--- config.mk ---
export PLATFORM = sky130hd
export DESIGN_NAME = gfa_fault_manager
export DESIGN_NICKNAME = d
export VERILOG_FILES = /design/src/gfa_pkg.sv /design/src/gfa_sync.sv /design/src/gfa_tick.sv /design/src/gfa_fault_manager.sv
export SDC_FILE = /design/constraint.sdc
export NUM_CORES = 1
export LEC_CHECK = 0
export BUFFER_PORTS_ARGS = -buffer_cell sky130_fd_sc_hd__buf_2
export CAP_MARGIN = 20
export CORE_MARGIN = 2
export CORE_UTILIZATION = 55
export DETAILED_ROUTE_END_ITERATION = 8
export PLACE_DENSITY = 0.73
export SYNTH_ARGS = -nofsm -noshare
export SYNTH_HDL_FRONTEND = slang
export SYNTH_SLANG_ARGS = --single-unit
--- constraint.sdc ---
create_clock -name clock -period 7.91 [get_ports clock]
set_input_delay 1.1865 -clock clock [delete_from_list [all_inputs] [get_ports clock]]
set_output_delay 1.1865 -clock clock [all_outputs]
set_load 0.005 [all_outputs]
--- src/gfa_pkg.sv ---
package gfa_pkg;
	// ==================================================================
	// Clock and timebase
	// ==================================================================
	localparam int CLK_PERIOD_NS = 10;
	localparam int TICK_PERIOD_NS = 1000000;
	localparam int TICK_CYCLES = TICK_PERIOD_NS / CLK_PERIOD_NS;
	localparam logic [9:0] MS_PER_SEC = 10'd1000;
	localparam logic [9:0] HALF_SEC_MS = 10'd500;
	localparam logic [9:0] QUARTER_SEC_MS = 10'd250;
	localparam logic [9:0] THREE_QUARTER_MS = 10'd750;
	localparam logic [9:0] CHIRP_MS = 10'd50;
	localparam logic [9:0] DBL_ON_MS = 10'd100;
	localparam logic [9:0] DBL_GAP_END_MS = 10'd200;
	localparam logic [9:0] DBL_END_MS = 10'd300;
	// ==================================================================
	// Durations in seconds
	// ==================================================================
	localparam logic [2:0] REMIND_PERIOD_S = 3'd5;
	localparam logic [11:0] LINK_ALARM_S = 12'd60;
	localparam logic [11:0] RUN_HOLD_S = 12'd300;
	localparam logic [11:0] SUPV_TIMEOUT_S = 12'd3600;
	// ==================================================================
	// Input vector positions
	// ==================================================================
	localparam int IN_STOP = 0;
	localparam int IN_RESET = 1;
	localparam int IN_EMER = 2;
	localparam int IN_DUAL = 3;
	localparam int IN_LINK_OK = 4;
	localparam int IN_PEER_ENTRAP = 5;
	localparam int IN_PEER_FW = 6;
	localparam int IN_RUN_EXP = 7;
	localparam int IN_OPENING = 8;
	localparam int IN_MOVING = 9;
	localparam int IN_FULL_OPEN = 10;
	localparam int IN_OBSTR = 11;
	localparam int IN_LIMIT = 12;
	localparam int IN_CMD = 13;
	localparam int IN_MAINS_LOW = 14;
	localparam int IN_MAINS_LOST = 15;
	localparam int IN_BATT_LOW = 16;
	localparam int IN_BATT_OK = 17;
	localparam int IN_NV = 18;
	localparam int IN_MOTOR = 19;
	localparam int IN_DC_MISMATCH = 20;
	localparam int IN_IMM_PF = 21;
	localparam int IN_PRESTART = 22;
	localparam int IN_SCALARS = 23;
	// ==================================================================
	// Display codes
	// ==================================================================
	localparam logic [7:0] FC_DD = 8'h00;
	localparam logic [7:0] FC_D1 = 8'h01;
	localparam logic [7:0] FC_02 = 8'h02;
	localparam logic [7:0] FC_D3 = 8'h03;
	localparam logic [7:0] FC_DH = 8'h04;
	localparam logic [7:0] FC_05 = 8'h05;
	localparam logic [7:0] FC_06 = 8'h06;
	localparam logic [7:0] FC_DT = 8'h07;
	localparam logic [7:0] FC_08 = 8'h08;
	localparam logic [7:0] FC_09 = 8'h09;
	localparam logic [7:0] FC_ID = 8'h10;
	localparam logic [7:0] FC_11 = 8'h11;
	localparam logic [7:0] FC_12 = 8'h12;
	localparam logic [7:0] FC_13 = 8'h13;
	localparam logic [7:0] FC_H = 8'he0;
endpackage : gfa_pkg

--- src/gfa_sync.sv ---
// ======================================================================
// Two-stage synchroniser for a vector of asynchronous pins
// ======================================================================
module gfa_sync #(
	parameter int W = 1
) (
	input wire logic clock, // System clock.
	input wire logic rst_n, // Reset, active low.
	input wire logic [W-1:0] d, // Asynchronous inputs.
	output logic [W-1:0] q // Synchronised outputs.
);
	logic [W-1:0] meta_r;

	// The first stage feeds only the second stage, never any logic.
	always_ff @(posedge clock or negedge rst_n) begin
		if (!rst_n) begin
			meta_r <= '0;
			q <= '0;
		end else begin
			meta_r <= d;
			q <= meta_r;
		end
	end
endmodule : gfa_sync

--- src/gfa_tick.sv ---
// ======================================================================
// Millisecond tick divider
// ======================================================================
module gfa_tick #(
	parameter int CYCLES = 100000
) (
	input wire logic clock, // System clock.
	input wire logic rst_n, // Reset, active low.
	output logic tick // Pulse every CYCLES clocks.
);
	localparam int CW = $clog2(CYCLES);
	localparam logic [CW-1:0] LAST = CW'(CYCLES - 1);
	logic [CW-1:0] cnt_r;

	initial begin
		if (CYCLES < 2) $error("gfa_tick: CYCLES below 2");
	end

	// Free-running divider; the pulse marks the wrap.
	always_ff @(posedge clock or negedge rst_n) begin
		if (!rst_n) begin
			cnt_r <= '0;
			tick <= 1'b0;
		end else begin
			tick <= (cnt_r == LAST);
			cnt_r <= (cnt_r == LAST) ? '0 : cnt_r + 1'b1;
		end
	end
endmodule : gfa_tick

--- src/gfa_fault_manager.sv ---
// Behaviour
// - reset clears faults only, never starts motion.
// - link loss blinks lamp 1 Hz, blocks ordinary motion.
// - link loss shows D3, lamp, one-minute alarm.
// - supervise transmitters: battery, tamper, hourly report.
// - trouble doubles the pre-start beep rate.
// - trouble doubles run alarm, holds five minutes.
// - trouble while idle chirps every five seconds.
// - trouble beeper changes vanish when trouble clears.
// - run-time expiry locks out like entrapment.
// - after clearing, double beep until next operation.
// - expiry opening shows D1, closing 02, lamp.
// - two reversals show DD, alarm, disabled.
// - emergency full open shows DH until stop.
// - battery low on mains loss, fail action, 05.
// - peer entrapment shows 06 and disables.
// - low mains shows DT, disabled until normal.
// - command during entrapment shows 08 until stop.
// - firmware 09, settings ID, motor 12 disable.
// - DC motor mismatch 11, retried next command.
// - mains loss in immediate mode shows 13.
// - expiry on battery shows H until recovery.
// - two obstruction triggers enter entrapment lockout.
module gfa_fault_manager
	import gfa_pkg::*;
#(
	parameter int TICK_CYC = TICK_CYCLES,
	parameter int NXMTR = 4
) (
	input wire logic clock, // System clock, 100 MHz.
	input wire logic rstn, // Async reset, active low.
	input wire logic stop_btn, // Stop press.
	input wire logic reset_btn, // Reset press.
	input wire logic emergency_open_input, // Emergency-open request.
	input wire logic dual_gate_enable, // Paired install.
	input wire logic peer_link_ok, // Peer link healthy.
	input wire logic peer_entrapment, // Peer entrapped.
	input wire logic peer_fw_mismatch, // Peer firmware bad.
	input wire logic run_time_expired, // Run timer expired.
	input wire logic gate_opening, // Travelling open.
	input wire logic gate_moving, // Motor running.
	input wire logic gate_fully_open, // Open limit reached.
	input wire logic obstruction_trig, // Obstruction event.
	input wire logic limit_reached, // Travel limit.
	input wire logic command_in, // User command.
	input wire logic mains_low, // Mains below normal.
	input wire logic mains_lost, // Mains absent.
	input wire logic batt_below_min, // Battery below 21.6 V.
	input wire logic batt_above_recover, // Battery above 24 V.
	input wire logic nv_fault, // Settings memory problem.
	input wire logic motor_fault, // Motor failure.
	input wire logic dc_motor_mismatch, // DC motor check failed.
	input wire logic immediate_pf_mode, // Immediate power-fail mode.
	input wire logic prestart_active, // Pre-start warning.
	input wire logic [NXMTR-1:0] xmtr_enrolled, // Slot in use.
	input wire logic [NXMTR-1:0] xmtr_report, // Status report, toggles.
	input wire logic [NXMTR-1:0] xmtr_low_batt, // Low battery.
	input wire logic [NXMTR-1:0] xmtr_tamper, // Case open.
	output logic fault_show, // Code displayed.
	output logic [7:0] fault_code, // Displayed fault code.
	output logic link_lamp, // Peer link indicator.
	output logic run_limit_lamp, // Run-limit indicator.
	output logic beeper, // Sounder drive.
	output logic gate_enable, // Ordinary motion permitted.
	output logic emergency_enable, // Emergency motion allowed.
	output logic motor_stop, // Force motor off.
	output logic failsafe_act // Power-fail action.
);
	localparam int NIN = IN_SCALARS + 4 * NXMTR;

	initial begin
		if (NXMTR < 1 || NXMTR > 16) $error("gfa_fault_manager: NXMTR out of range");
	end

	// ==================================================================
	// Reset, pin synchronisation and edges
	// ==================================================================
	logic rst_meta_r, rst_n;
	always_ff @(posedge clock or negedge rstn) begin
		if (!rstn) begin
			rst_meta_r <= 1'b0;
			rst_n <= 1'b0;
		end else begin
			rst_meta_r <= 1'b1;
			rst_n <= rst_meta_r;
		end
	end

	logic [NIN-1:0] pins, s, s_prev_r, rise;
	assign pins = {xmtr_enrolled, xmtr_tamper, xmtr_low_batt, xmtr_report, prestart_active,
		immediate_pf_mode, dc_motor_mismatch, motor_fault, nv_fault, batt_above_recover,
		batt_below_min, mains_lost, mains_low, command_in, limit_reached,
		obstruction_trig, gate_fully_open, gate_moving, gate_opening, run_time_expired,
		peer_fw_mismatch, peer_entrapment, peer_link_ok, dual_gate_enable,
		emergency_open_input, reset_btn, stop_btn};

	gfa_sync #(.W(NIN)) u_sync (
		.clock(clock),
		.rst_n(rst_n),
		.d(pins),
		.q(s)
	);

	// Edge history is taken from the second stage only.
	always_ff @(posedge clock or negedge rst_n) begin
		if (!rst_n) s_prev_r <= '0;
		else s_prev_r <= s;
	end
	assign rise = s & ~s_prev_r;

	logic stop_p, reset_p, clr_p, cmd_p, moving_stop_p, link_lost;
	assign stop_p = rise[IN_STOP];
	assign reset_p = rise[IN_RESET];
	assign clr_p = stop_p | reset_p;
	assign cmd_p = rise[IN_CMD];
	assign moving_stop_p = ~s[IN_MOVING] & s_prev_r[IN_MOVING];
	assign link_lost = s[IN_DUAL] & ~s[IN_LINK_OK];

	// ==================================================================
	// Timebase: ms tick, second and five-second phase
	// ==================================================================
	logic ms_tick, sec_tick;
	logic [9:0] ms_r;
	logic [2:0] sec5_r;
	gfa_tick #(.CYCLES(TICK_CYC)) u_tick (
		.clock(clock),
		.rst_n(rst_n),
		.tick(ms_tick)
	);
	assign sec_tick = ms_tick && (ms_r == MS_PER_SEC - 10'd1);

	always_ff @(posedge clock or negedge rst_n) begin
		if (!rst_n) begin
			ms_r <= '0;
			sec5_r <= '0;
		end else if (ms_tick) begin
			ms_r <= sec_tick ? '0 : ms_r + 10'd1;
			if (sec_tick) sec5_r <= (sec5_r == REMIND_PERIOD_S - 3'd1) ? '0 : sec5_r + 3'd1;
		end
	end

	// ==================================================================
	// Transmitter supervision
	// ==================================================================
	logic [NXMTR-1:0] xmtr_bad;
	generate
		for (genvar gi = 0; gi < NXMTR; gi++) begin : g_xmtr
			logic [11:0] silent_r;
			logic rpt_p;
			// A report arrives as a toggle of its level, so both edges count.
			assign rpt_p = s[IN_SCALARS + gi] ^ s_prev_r[IN_SCALARS + gi];
			always_ff @(posedge clock or negedge rst_n) begin
				if (!rst_n) silent_r <= '0;
				else if (!s[IN_SCALARS + 3 * NXMTR + gi] || rpt_p)
					silent_r <= '0;
				else if (sec_tick && silent_r != SUPV_TIMEOUT_S) silent_r <= silent_r + 12'd1;
			end
			assign xmtr_bad[gi] = s[IN_SCALARS + 3 * NXMTR + gi] && (s[IN_SCALARS + NXMTR + gi] ||
				s[IN_SCALARS + 2 * NXMTR + gi] || silent_r == SUPV_TIMEOUT_S);
		end
	endgenerate

	logic trouble;
	assign trouble = |xmtr_bad;

	// ==================================================================
	// Entrapment, run-time and emergency lockouts
	// ==================================================================
	logic obstr_seen_r, entrap_r, runlim_r, runlim_open_r, run_h_r, remind_r, dh_r, e08_r;
	always_ff @(posedge clock or negedge rst_n) begin
		if (!rst_n) begin
			obstr_seen_r <= 1'b0;
			entrap_r <= 1'b0;
		end else begin
			if (rise[IN_OBSTR]) obstr_seen_r <= 1'b1;
			else if (rise[IN_LIMIT] || clr_p) obstr_seen_r <= 1'b0;
			if (rise[IN_OBSTR] && obstr_seen_r) entrap_r <= 1'b1;
			else if (clr_p) entrap_r <= 1'b0;
		end
	end

	// Expiry on battery is H; else a direction-coded lockout.
	always_ff @(posedge clock or negedge rst_n) begin
		if (!rst_n) begin
			runlim_r <= 1'b0;
			runlim_open_r <= 1'b0;
			run_h_r <= 1'b0;
			remind_r <= 1'b0;
		end else begin
			if (rise[IN_RUN_EXP] && s[IN_MAINS_LOST]) run_h_r <= 1'b1;
			else if (s[IN_BATT_OK]) run_h_r <= 1'b0;
			if (rise[IN_RUN_EXP] && !s[IN_MAINS_LOST]) begin
				runlim_r <= 1'b1;
				runlim_open_r <= s[IN_OPENING];
			end else if (clr_p) begin
				runlim_r <= 1'b0;
			end
			if (runlim_r && clr_p) remind_r <= 1'b1;
			else if (rise[IN_MOVING]) remind_r <= 1'b0;
		end
	end

	// DH and 08 lockouts; only a stop press clears them.
	always_ff @(posedge clock or negedge rst_n) begin
		if (!rst_n) begin
			dh_r <= 1'b0;
			e08_r <= 1'b0;
		end else begin
			if (s[IN_EMER] && rise[IN_FULL_OPEN]) dh_r <= 1'b1;
			else if (stop_p) dh_r <= 1'b0;
			if (cmd_p && entrap_r) e08_r <= 1'b1;
			else if (stop_p) e08_r <= 1'b0;
		end
	end

	// ==================================================================
	// Power, motor and link conditions
	// ==================================================================
	logic b05_r, mm_r, link_alarm_r;
	logic [11:0] link_s_r, hold_s_r;
	always_ff @(posedge clock or negedge rst_n) begin
		if (!rst_n) begin
			b05_r <= 1'b0;
			mm_r <= 1'b0;
		end else begin
			if (s[IN_MAINS_LOST] && s[IN_BATT_LOW]) b05_r <= 1'b1;
			else if (s[IN_BATT_OK]) b05_r <= 1'b0;
			// A command clears the mismatch so the move retries the check.
			if (rise[IN_DC_MISMATCH]) mm_r <= 1'b1;
			else if (cmd_p) mm_r <= 1'b0;
		end
	end

	// One-minute link alarm; a stop press silences it.
	always_ff @(posedge clock or negedge rst_n) begin
		if (!rst_n) begin
			link_alarm_r <= 1'b0;
			link_s_r <= '0;
		end else if (link_lost && s_prev_r[IN_DUAL] && s_prev_r[IN_LINK_OK]) begin
			link_alarm_r <= 1'b1;
			link_s_r <= '0;
		end else if (stop_p || !link_lost || link_s_r == LINK_ALARM_S) begin
			link_alarm_r <= 1'b0;
		end else if (sec_tick) begin
			link_s_r <= link_s_r + 12'd1;
		end
	end

	// Run alarm hold after a stop while trouble persists.
	always_ff @(posedge clock or negedge rst_n) begin
		if (!rst_n) hold_s_r <= '0;
		else if (!trouble) hold_s_r <= '0;
		else if (moving_stop_p) hold_s_r <= RUN_HOLD_S;
		else if (sec_tick && hold_s_r != 12'd0) hold_s_r <= hold_s_r - 12'd1;
	end

	// ==================================================================
	// Fault priority, display and motion
	// ==================================================================
	logic disable_all, disable_ord, show_nxt;
	logic [7:0] code_nxt;
	assign disable_all = entrap_r | runlim_r | run_h_r | dh_r | e08_r | b05_r | mm_r
		| s[IN_PEER_ENTRAP] | s[IN_MAINS_LOW] | s[IN_PEER_FW] | s[IN_NV] | s[IN_MOTOR];
	assign disable_ord = disable_all | link_lost;

	// The highest fault holds the display until it clears.
	always_comb begin
		show_nxt = 1'b1;
		code_nxt = FC_DD;
		if (runlim_r) code_nxt = runlim_open_r ? FC_D1 : FC_02;
		else if (run_h_r) code_nxt = FC_H;
		else if (e08_r) code_nxt = FC_08;
		else if (entrap_r) code_nxt = FC_DD;
		else if (s[IN_PEER_ENTRAP]) code_nxt = FC_06;
		else if (dh_r) code_nxt = FC_DH;
		else if (b05_r) code_nxt = FC_05;
		else if (link_lost) code_nxt = FC_D3;
		else if (s[IN_MAINS_LOW]) code_nxt = FC_DT;
		else if (s[IN_PEER_FW]) code_nxt = FC_09;
		else if (s[IN_NV]) code_nxt = FC_ID;
		else if (s[IN_MOTOR]) code_nxt = FC_12;
		else if (mm_r) code_nxt = FC_11;
		else if (s[IN_MAINS_LOST] && s[IN_IMM_PF]) code_nxt = FC_13;
		else show_nxt = 1'b0;
	end

	// ==================================================================
	// Sounder patterns
	// ==================================================================
	logic slow_on, fast_on, chirp_on, dbl_on, rate_on, beep_nxt;
	assign slow_on = ms_r < HALF_SEC_MS;
	assign fast_on = ms_r < QUARTER_SEC_MS || (ms_r >= HALF_SEC_MS && ms_r < THREE_QUARTER_MS);
	assign rate_on = trouble ? fast_on : slow_on;
	assign chirp_on = sec5_r == 3'd0 && ms_r < CHIRP_MS;
	assign dbl_on = sec5_r == 3'd0 && (ms_r < DBL_ON_MS ||
		(ms_r >= DBL_GAP_END_MS && ms_r < DBL_END_MS));

	// Continuous alarms win; the DH lockout is silent.
	always_comb begin
		if (entrap_r || runlim_r || link_alarm_r) beep_nxt = 1'b1;
		else if (s[IN_PRESTART]) beep_nxt = rate_on;
		else if (s[IN_MOVING] || hold_s_r != 12'd0) beep_nxt = rate_on;
		else if (remind_r) beep_nxt = dbl_on;
		else if (trouble) beep_nxt = chirp_on;
		else beep_nxt = 1'b0;
	end

	// ==================================================================
	// Registered outputs
	// ==================================================================
	always_ff @(posedge clock or negedge rst_n) begin
		if (!rst_n) begin
			fault_show <= 1'b0;
			fault_code <= FC_DD;
			link_lamp <= 1'b0;
			run_limit_lamp <= 1'b0;
			beeper <= 1'b0;
			gate_enable <= 1'b0;
			emergency_enable <= 1'b0;
			motor_stop <= 1'b1;
			failsafe_act <= 1'b0;
		end else begin
			fault_show <= show_nxt;
			fault_code <= code_nxt;
			link_lamp <= link_lost && slow_on;
			run_limit_lamp <= runlim_r;
			beeper <= beep_nxt;
			gate_enable <= !disable_ord;
			emergency_enable <= !disable_all;
			motor_stop <= entrap_r | runlim_r;
			failsafe_act <= b05_r;
		end
	end
endmodule : gfa_fault_manager

Word-level counts from Yosys, hierarchy flattened
Index checks and enable logic that the tools add are counted.
{ "word_totals": {"ff_bits": 237, "in_bits": 41, "out_inout_bits": 16, "wordCells": 231} }
{ "op_classes": {"n_addsub": 9, "n_lt_le_gt_ge": 8, "n_eq_ne": 14, "mux": 69, "bitwise": 23, "reduce_logical": 73} }
{ "ops": {"columns": ["cell", "count"], "rows": [
  ["$mux W12", 14],
  ["$add A12 B1 Y12 const B", 5],
  ["$mux W5", 11],
  ["$eq A12 B12 Y1 const B", 4],
  ["$ne A12 B12 Y1 const B", 4],
  ["$mux W1", 37],
  ["$reduce_bool A2 Y1", 15],
  ["$logic_and A1 B1 Y1", 25],
  ["$mux W8", 3],
  ["$and A21 B21 Y21", 1],
  ["$not A21 Y21", 1],
  ["$logic_or A1 B1 Y1", 20],
  ["$lt A10 B9 Y1 const B", 2],
  ["$add A17 B1 Y17 const B", 1],
  ["$eq A17 B17 Y1 const B", 1],
  ["$mux W17", 1],
  ["$or A1 B1 Y1", 13],
  ["$eq A12 B6 Y1 const B", 1],
  ["$reduce_bool A12 Y1", 1],
  ["$sub A12 B1 Y12 const B", 1],
  ["$add A10 B1 Y10 const B", 1],
  ["$eq A10 B10 Y1 const B", 1],
  ["$ge A10 B8 Y1 const B", 1],
  ["$ge A10 B9 Y1 const B", 1],
  ["other kinds (18)", 31]
]} }

Longest topological paths before layout
{ "logic_depth": {"word_depth": 15, "ltp_mapped": 9, "depth_no_buf": 7} }

Cells and area by module
From an unflattened synthesis, not the netlist that was laid out.
{ "unflattened": {"cells_unflattened": 785, "area_unflattened_um2": 8973.6} }
{ "modules_own_cells": {"columns": ["mod", "n_inst", "cells_each", "area_per_inst_um2", "seq_area_each_um2"], "rows": [
  ["gfa_fault_manager", 1, 631, 6198.4, 3179.3],
  ["gfa_sync", 1, 78, 1951.9, 1951.9],
  ["gfa_tick", 1, 76, 823.3, 450.4]
]} }

Worst setup path before layout
No wires, ideal clock.
{ "synth_path": {"path_kind": "register to register", "start": "register ms_r[4]", "end": "register g_xmtr[1].silent_r[7]", "setup_time_ns": 0.083, "t_arrival_ns": 2.107, "required_time_ns": 7.827, "slack_ns": 5.721, "path_stages_with_launch": 8, "path_buffers": 2, "period_less_slack_ns": 2.189, "cell_sequence": "dfrtp_1 -> buf_6 -> or2_4 -> or4_4 -> o21a_1 -> buf_6 -> or4_1 -> o21ai_0"} }
{ "synth_via": {"elab_chain_cells": 4} }
{ "synth_rtl": {"columns": ["element", "line", "text"], "rows": [
  ["from (decl)", "gfa_fault_manager.sv:123", "logic [9:0] ms_r;"],
  ["from (signal assigned)", "gfa_fault_manager.sv:137", "ms_r <= sec_tick ? '0 : ms_r + 10'd1;"],
  ["$eq A10 B10 Y1", "gfa_fault_manager.sv:130", "assign sec_tick = ms_tick && (ms_r == MS_PER_SEC - 10'd1);"],
  ["$logic_and A1 B1 Y1", "gfa_fault_manager.sv:130", null],
  ["$logic_and A1 B1 Y1", "gfa_fault_manager.sv:156", "else if (sec_tick && silent_r != SUPV_TIMEOUT_S) silent_r <= silent_r + 12'd1;"],
  ["$reduce_bool A2 Y1 (no line)", null, null],
  ["to (signal assigned)", "gfa_fault_manager.sv:156", null],
  ["to (decl)", "gfa_fault_manager.sv:148", "logic [11:0] silent_r;"]
]} }
Every way passes these cells.
A chain may end at the register's enable or synchronous reset.

Worst setup path in the final report
{ "layout_path": {"start": "register ms_r[4]", "end": "register g_xmtr[2].silent_r[8]"} }
{ "layout_via": {"elab_chain_cells": 4} }
{ "layout_rtl": {"columns": ["element", "line"], "rows": [
  ["$eq A10 B10 Y1", "gfa_fault_manager.sv:130"],
  ["$logic_and A1 B1 Y1", "gfa_fault_manager.sv:130"],
  ["$logic_and A1 B1 Y1", "gfa_fault_manager.sv:156"],
  ["$reduce_bool A2 Y1 (no line)", null],
  ["to (signal assigned)", "gfa_fault_manager.sv:156"],
  ["to (decl)", "gfa_fault_manager.sv:148"]
]} }
Every way passes these cells.

==> metrics.md <==
| Metric | Value |
|---|---|
| Run status | `finished clean` |
| Via count | `between 6000 and 7000` |
| CP delay by family, top | `simple AND/OR/NAND/NOR gates` |
| Peak supply drop | `between 150 and 200 uV` |
| Gr usage total | `0.192` |
| # port buffers | `56` |
| Synth Register Bits | `between 200 and 250` |
| Sw power | `0.527 mW` |
| Post-layout min period | `around 2.7 ns` |
| Crit Path Max Fanout | `25` |
| Top cell type's share of synthesized area | `0.603` |
| H-Tree Depth | `1` |
| Flop pwr share | `0.511` |
| Final Cycle Share | `0.335` |
| Setup CP Type | `flop to flop` |
| Hold slack | `about 0.21 ns` |
| Number of synthesized flops with an enable pin | `0` |
| Area Growth Syn to Fin | `13.7%` |
| Die area | `approximately 18000 um2` |
| Synth Area in Simple Gates | `0.202` |
| RSZ-0062 raised after global routing | `false` |
| Chip Height | `133 um` |
| CP required | `8.34 ns` |
| Combinational power share | `0.041` |
| Sink Count | `roughly 220` |
| Clock Power Share | `0.449` |
| Detailed placement HPWL | `10900 um` |
| Fraction of layout cells with a size suffix above 1 | `0.128` |
| CP max stage delay | `around 0.6 ns` |
| Switching part of the total | `0.223` |
| Final-stage net count | `between 900 and 1000` |
| Critical path's slowest cell | `nor4_2` |
| Clk buf depth | `3` |
| Gate Count Post-Synth | `820` |
| Startpoint Class | `flop` |
| Synth area leader | `dfrtp_1` |
| Die width | `roughly 130 um` |
| Cts bufs inserted | `23` |
| Clk root buf | `clkbuf_16` |
| Sequential element share of the synthesized area | `0.606` |
| CTS tree | `done` |
| CP endpoint kind | `flop` |
| Post-CTS Setup Inserts | `0` |
| Ys Warns | `0` |
| Cells resized by post-CTS repair | `0` |
| Worst-margin pin slew | `0.784 ns` |
| WP data arrival | `~3.1 ns` |
| WL per Instance | `~15 um` |
| Ys flop type | `dfrtp_1` |
| CTS Hold Bufs | `0` |
| Fin Setup TNS | `0 ns` |
| LEAKAGE | `4.61 nW` |
| ANT cells | `0` |
| DR pass1 iterations | `5` |
| Vias/cell | `5.46` |
| F_max | `377 MHz` |
| Largest family of logic cells by synthesized area | `simple AND/OR/NAND/NOR gates` |
| XOR/XNOR Fraction of Synth Area | `0.0666` |
| Row count | `47` |
| Compound-cell area share of the yosys netlist | `0.0696` |
| Initial core utilization | `0.559` |
| Residual DRC | `0` |
| First DRT Iteration DRCs | `about 470` |
| Final WL | `around 17000 um` |
| Slew margin rel. | `0.474` |
| Core area | `between 15000 and 20000 um2` |
| GRT overflow | `0` |
| Post-Syn Area | `9210 um2` |
| Critical-path cell list | `or2_4, nor4_2, buf_4, nand4_1, or3_1, a21oi_1` |
| Final setup fails | `0` |
| Global-route wire length before repair | `28200 um` |
| Worst-path clk slew | `roughly 0.06 ns` |
| Mean Syn Cell Area | `~11 um2` |
| Int Pwr | `about 1.8 mW` |
| Top Ports | `57` |
| Antenna-violating nets left | `0` |
| Final count of hold timing violations | `0` |
| Clk_lat worst skew | `~0.52 ns` |
| Leading post-synthesis cells by cell area | `dfrtp_1 60%, xnor2_1 4.1%, nor2_1 3.3%, nand2_1 2.7%, xor2_1 2.6%` |
| Ys async rst share | `1.00` |
| Vias in the first global route | `~6000` |
| GPL Wtd Cong | `~0.85` |
| Critical path buffer and inverter count | `1` |
| Largest net degree at the start of global routing | `85` |
| Final Total Pwr | `2.37 mW` |
| Max Cap Viol | `0` |
| Post-Synth Adder-Cell Area | `0.0217` |
| Post-synthesis mux area share | `0.00666` |
| PD cells | `226 nW/um2` |
| HP Class | `flop to async pin` |
| Slew Limit Fails | `0` |
| Layout Skew | `about 0.014 ns` |
| Net Count, Synth | `between 800 and 900` |
| Netlist cell types | `between 60 and 70` |
| Initial antenna violation count | `0` |
==> through the flow <==
stage,utilization,cell area [um2],setup slack (ns),instances
floorplan,-,9210,1.24,820
global placement,0.587,9660,5.35,1071
detailed placement,0.587,9660,5.26,1071
CTS,0.632,10400,5.27,1111
global route,0.636,10500,5.06,1113
finish,0.636,10500,5.26,1113
==> path summary, 6_finish.rpt <==
check	slack [ns]	cells after the start	end	from
max	5.26	6	g_xmtr[2].silent_r[8]	ms_r[4]
min	0.21	0	u_sync.meta_r[38]	rst_n
max reg2reg	5.26	6	g_xmtr[2].silent_r[8]	ms_r[4]
min reg2reg	0.21	0	u_sync.meta_r[38]	rst_n
max in group asynchronous	6.35	2	hold_s_r[7]	rst_n
min in group clock	0.35	0	u_sync.q[35]	u_sync.meta_r[35]
==> worst reg2reg max path, stage by stage, from the launching register on <==
cell     delay [ns]
dfrtp_1        0.48
or2_4          0.33
nor4_2         0.59
buf_4          0.39
nand4_1        0.27
or3_1          0.37
a21oi_1        0.15
==> cell type report <==
cell class	count	area, um2
clock buffers	31	656
clock inverters	9	96.3
fillers	1297	6000
inverters	31	116
multi-input cells	538	3380
flip-flops and latches	223	5590
well taps	220	275
repair buffers	61	358
==> Yosys cell counts (6+ instances only) <==
master	count
dfrtp_1	222
nor2_1	82
nand2_1	66
xnor2_1	43
nand3_1	41
o21ai_0	32
inv_1	31
xor2_1	27
a21oi_1	24
nor3_1	21
nand4_1	19
clkbuf_1	17
ha_1	16
and3_1	14
or4_1	14
nor4_1	13
or3_1	11
nor4b_1	9
and2_1	8
nor2b_1	8
o211ai_1	8
buf_2	6
==> cell families after synthesis <==
logic type,after synthesis
AOI/OAI and AO/OA,101
other,1
xor gates and xnor gates,70
buffers and inverters,59
and+or+nand+nor,344
adders and majority gates,16
muxes,6
DFF,223
==> layer usage <==
| layer | part of all wire | track usage | up-vias | wire [um] |
|---|---|---|---|---|
| met1 | 0.47 | 0.270 | 2967 | 7840 |
| met4 | 0.025 | 0.0638 | 0 | 422 |
| met3 | 0.041 | 0.0377 | 33 | 674 |
| met5 | 0 | 0 | - | 0 |
| met2 | 0.46 | 0.303 | 97 | 7690 |
| li1 | - | - | 2984 | - |
==> power by group through the flow <==
stage	logic [mW]	clock network (mW)	registers, mW
2_1_floorplan	0.0473	0	1.24
3_3_place_gp	0.0865	0	1.23
3_5_place_dp	0.0883	0	1.24
4_1_cts	0.0891	1.09	1.21
5_1_grt	0.110	1.13	1.21
6_report	0.0961	1.06	1.21
==> state kept, by name (all words and copies together) (netlist names), 3 cells and up <==
name / flops
g_xmtr.silent_r: 48
u_sync.meta_r: 39
ms_r: 10
link_s_r: 12
u_sync.q: 39
sec5_r: 3
u_tick.cnt_r: 17
s_prev_r: 15
fault_code: 6
hold_s_r: 12
==> cell usage in the layout, fill, tap and decap left out, types with 4 or more instances in the layout <==
| cell | instances |
|---|---|
| buf_2 | 56 |
| nand4_1 | 19 |
| or3_1 | 11 |
| a21oi_1 | 24 |
| clkinv_2 | 4 |
| or4_1 | 14 |
| nand3_1 | 41 |
| ha_1 | 16 |
| mux2i_1 | 5 |
| nor4_1 | 12 |
| and3_1 | 14 |
| xnor2_1 | 43 |
| nor3_1 | 21 |
| nand2_1 | 66 |
| nor2_1 | 82 |
| and4_1 | 5 |
| inv_1 | 31 |
| dfrtp_1 | 221 |
| nor2b_1 | 8 |
| nor4b_1 | 9 |
| a31oi_1 | 5 |
| clkbuf_8 | 5 |
| o31ai_1 | 5 |
| xor2_1 | 27 |
| and2_1 | 8 |
| o21ai_0 | 32 |
| clkbuf_16 | 23 |
| nor4bb_1 | 4 |
| nand2b_1 | 5 |
| nor3b_1 | 4 |
| o211ai_1 | 8 |
Note: power is estimated with default switching activity, not from simulation.
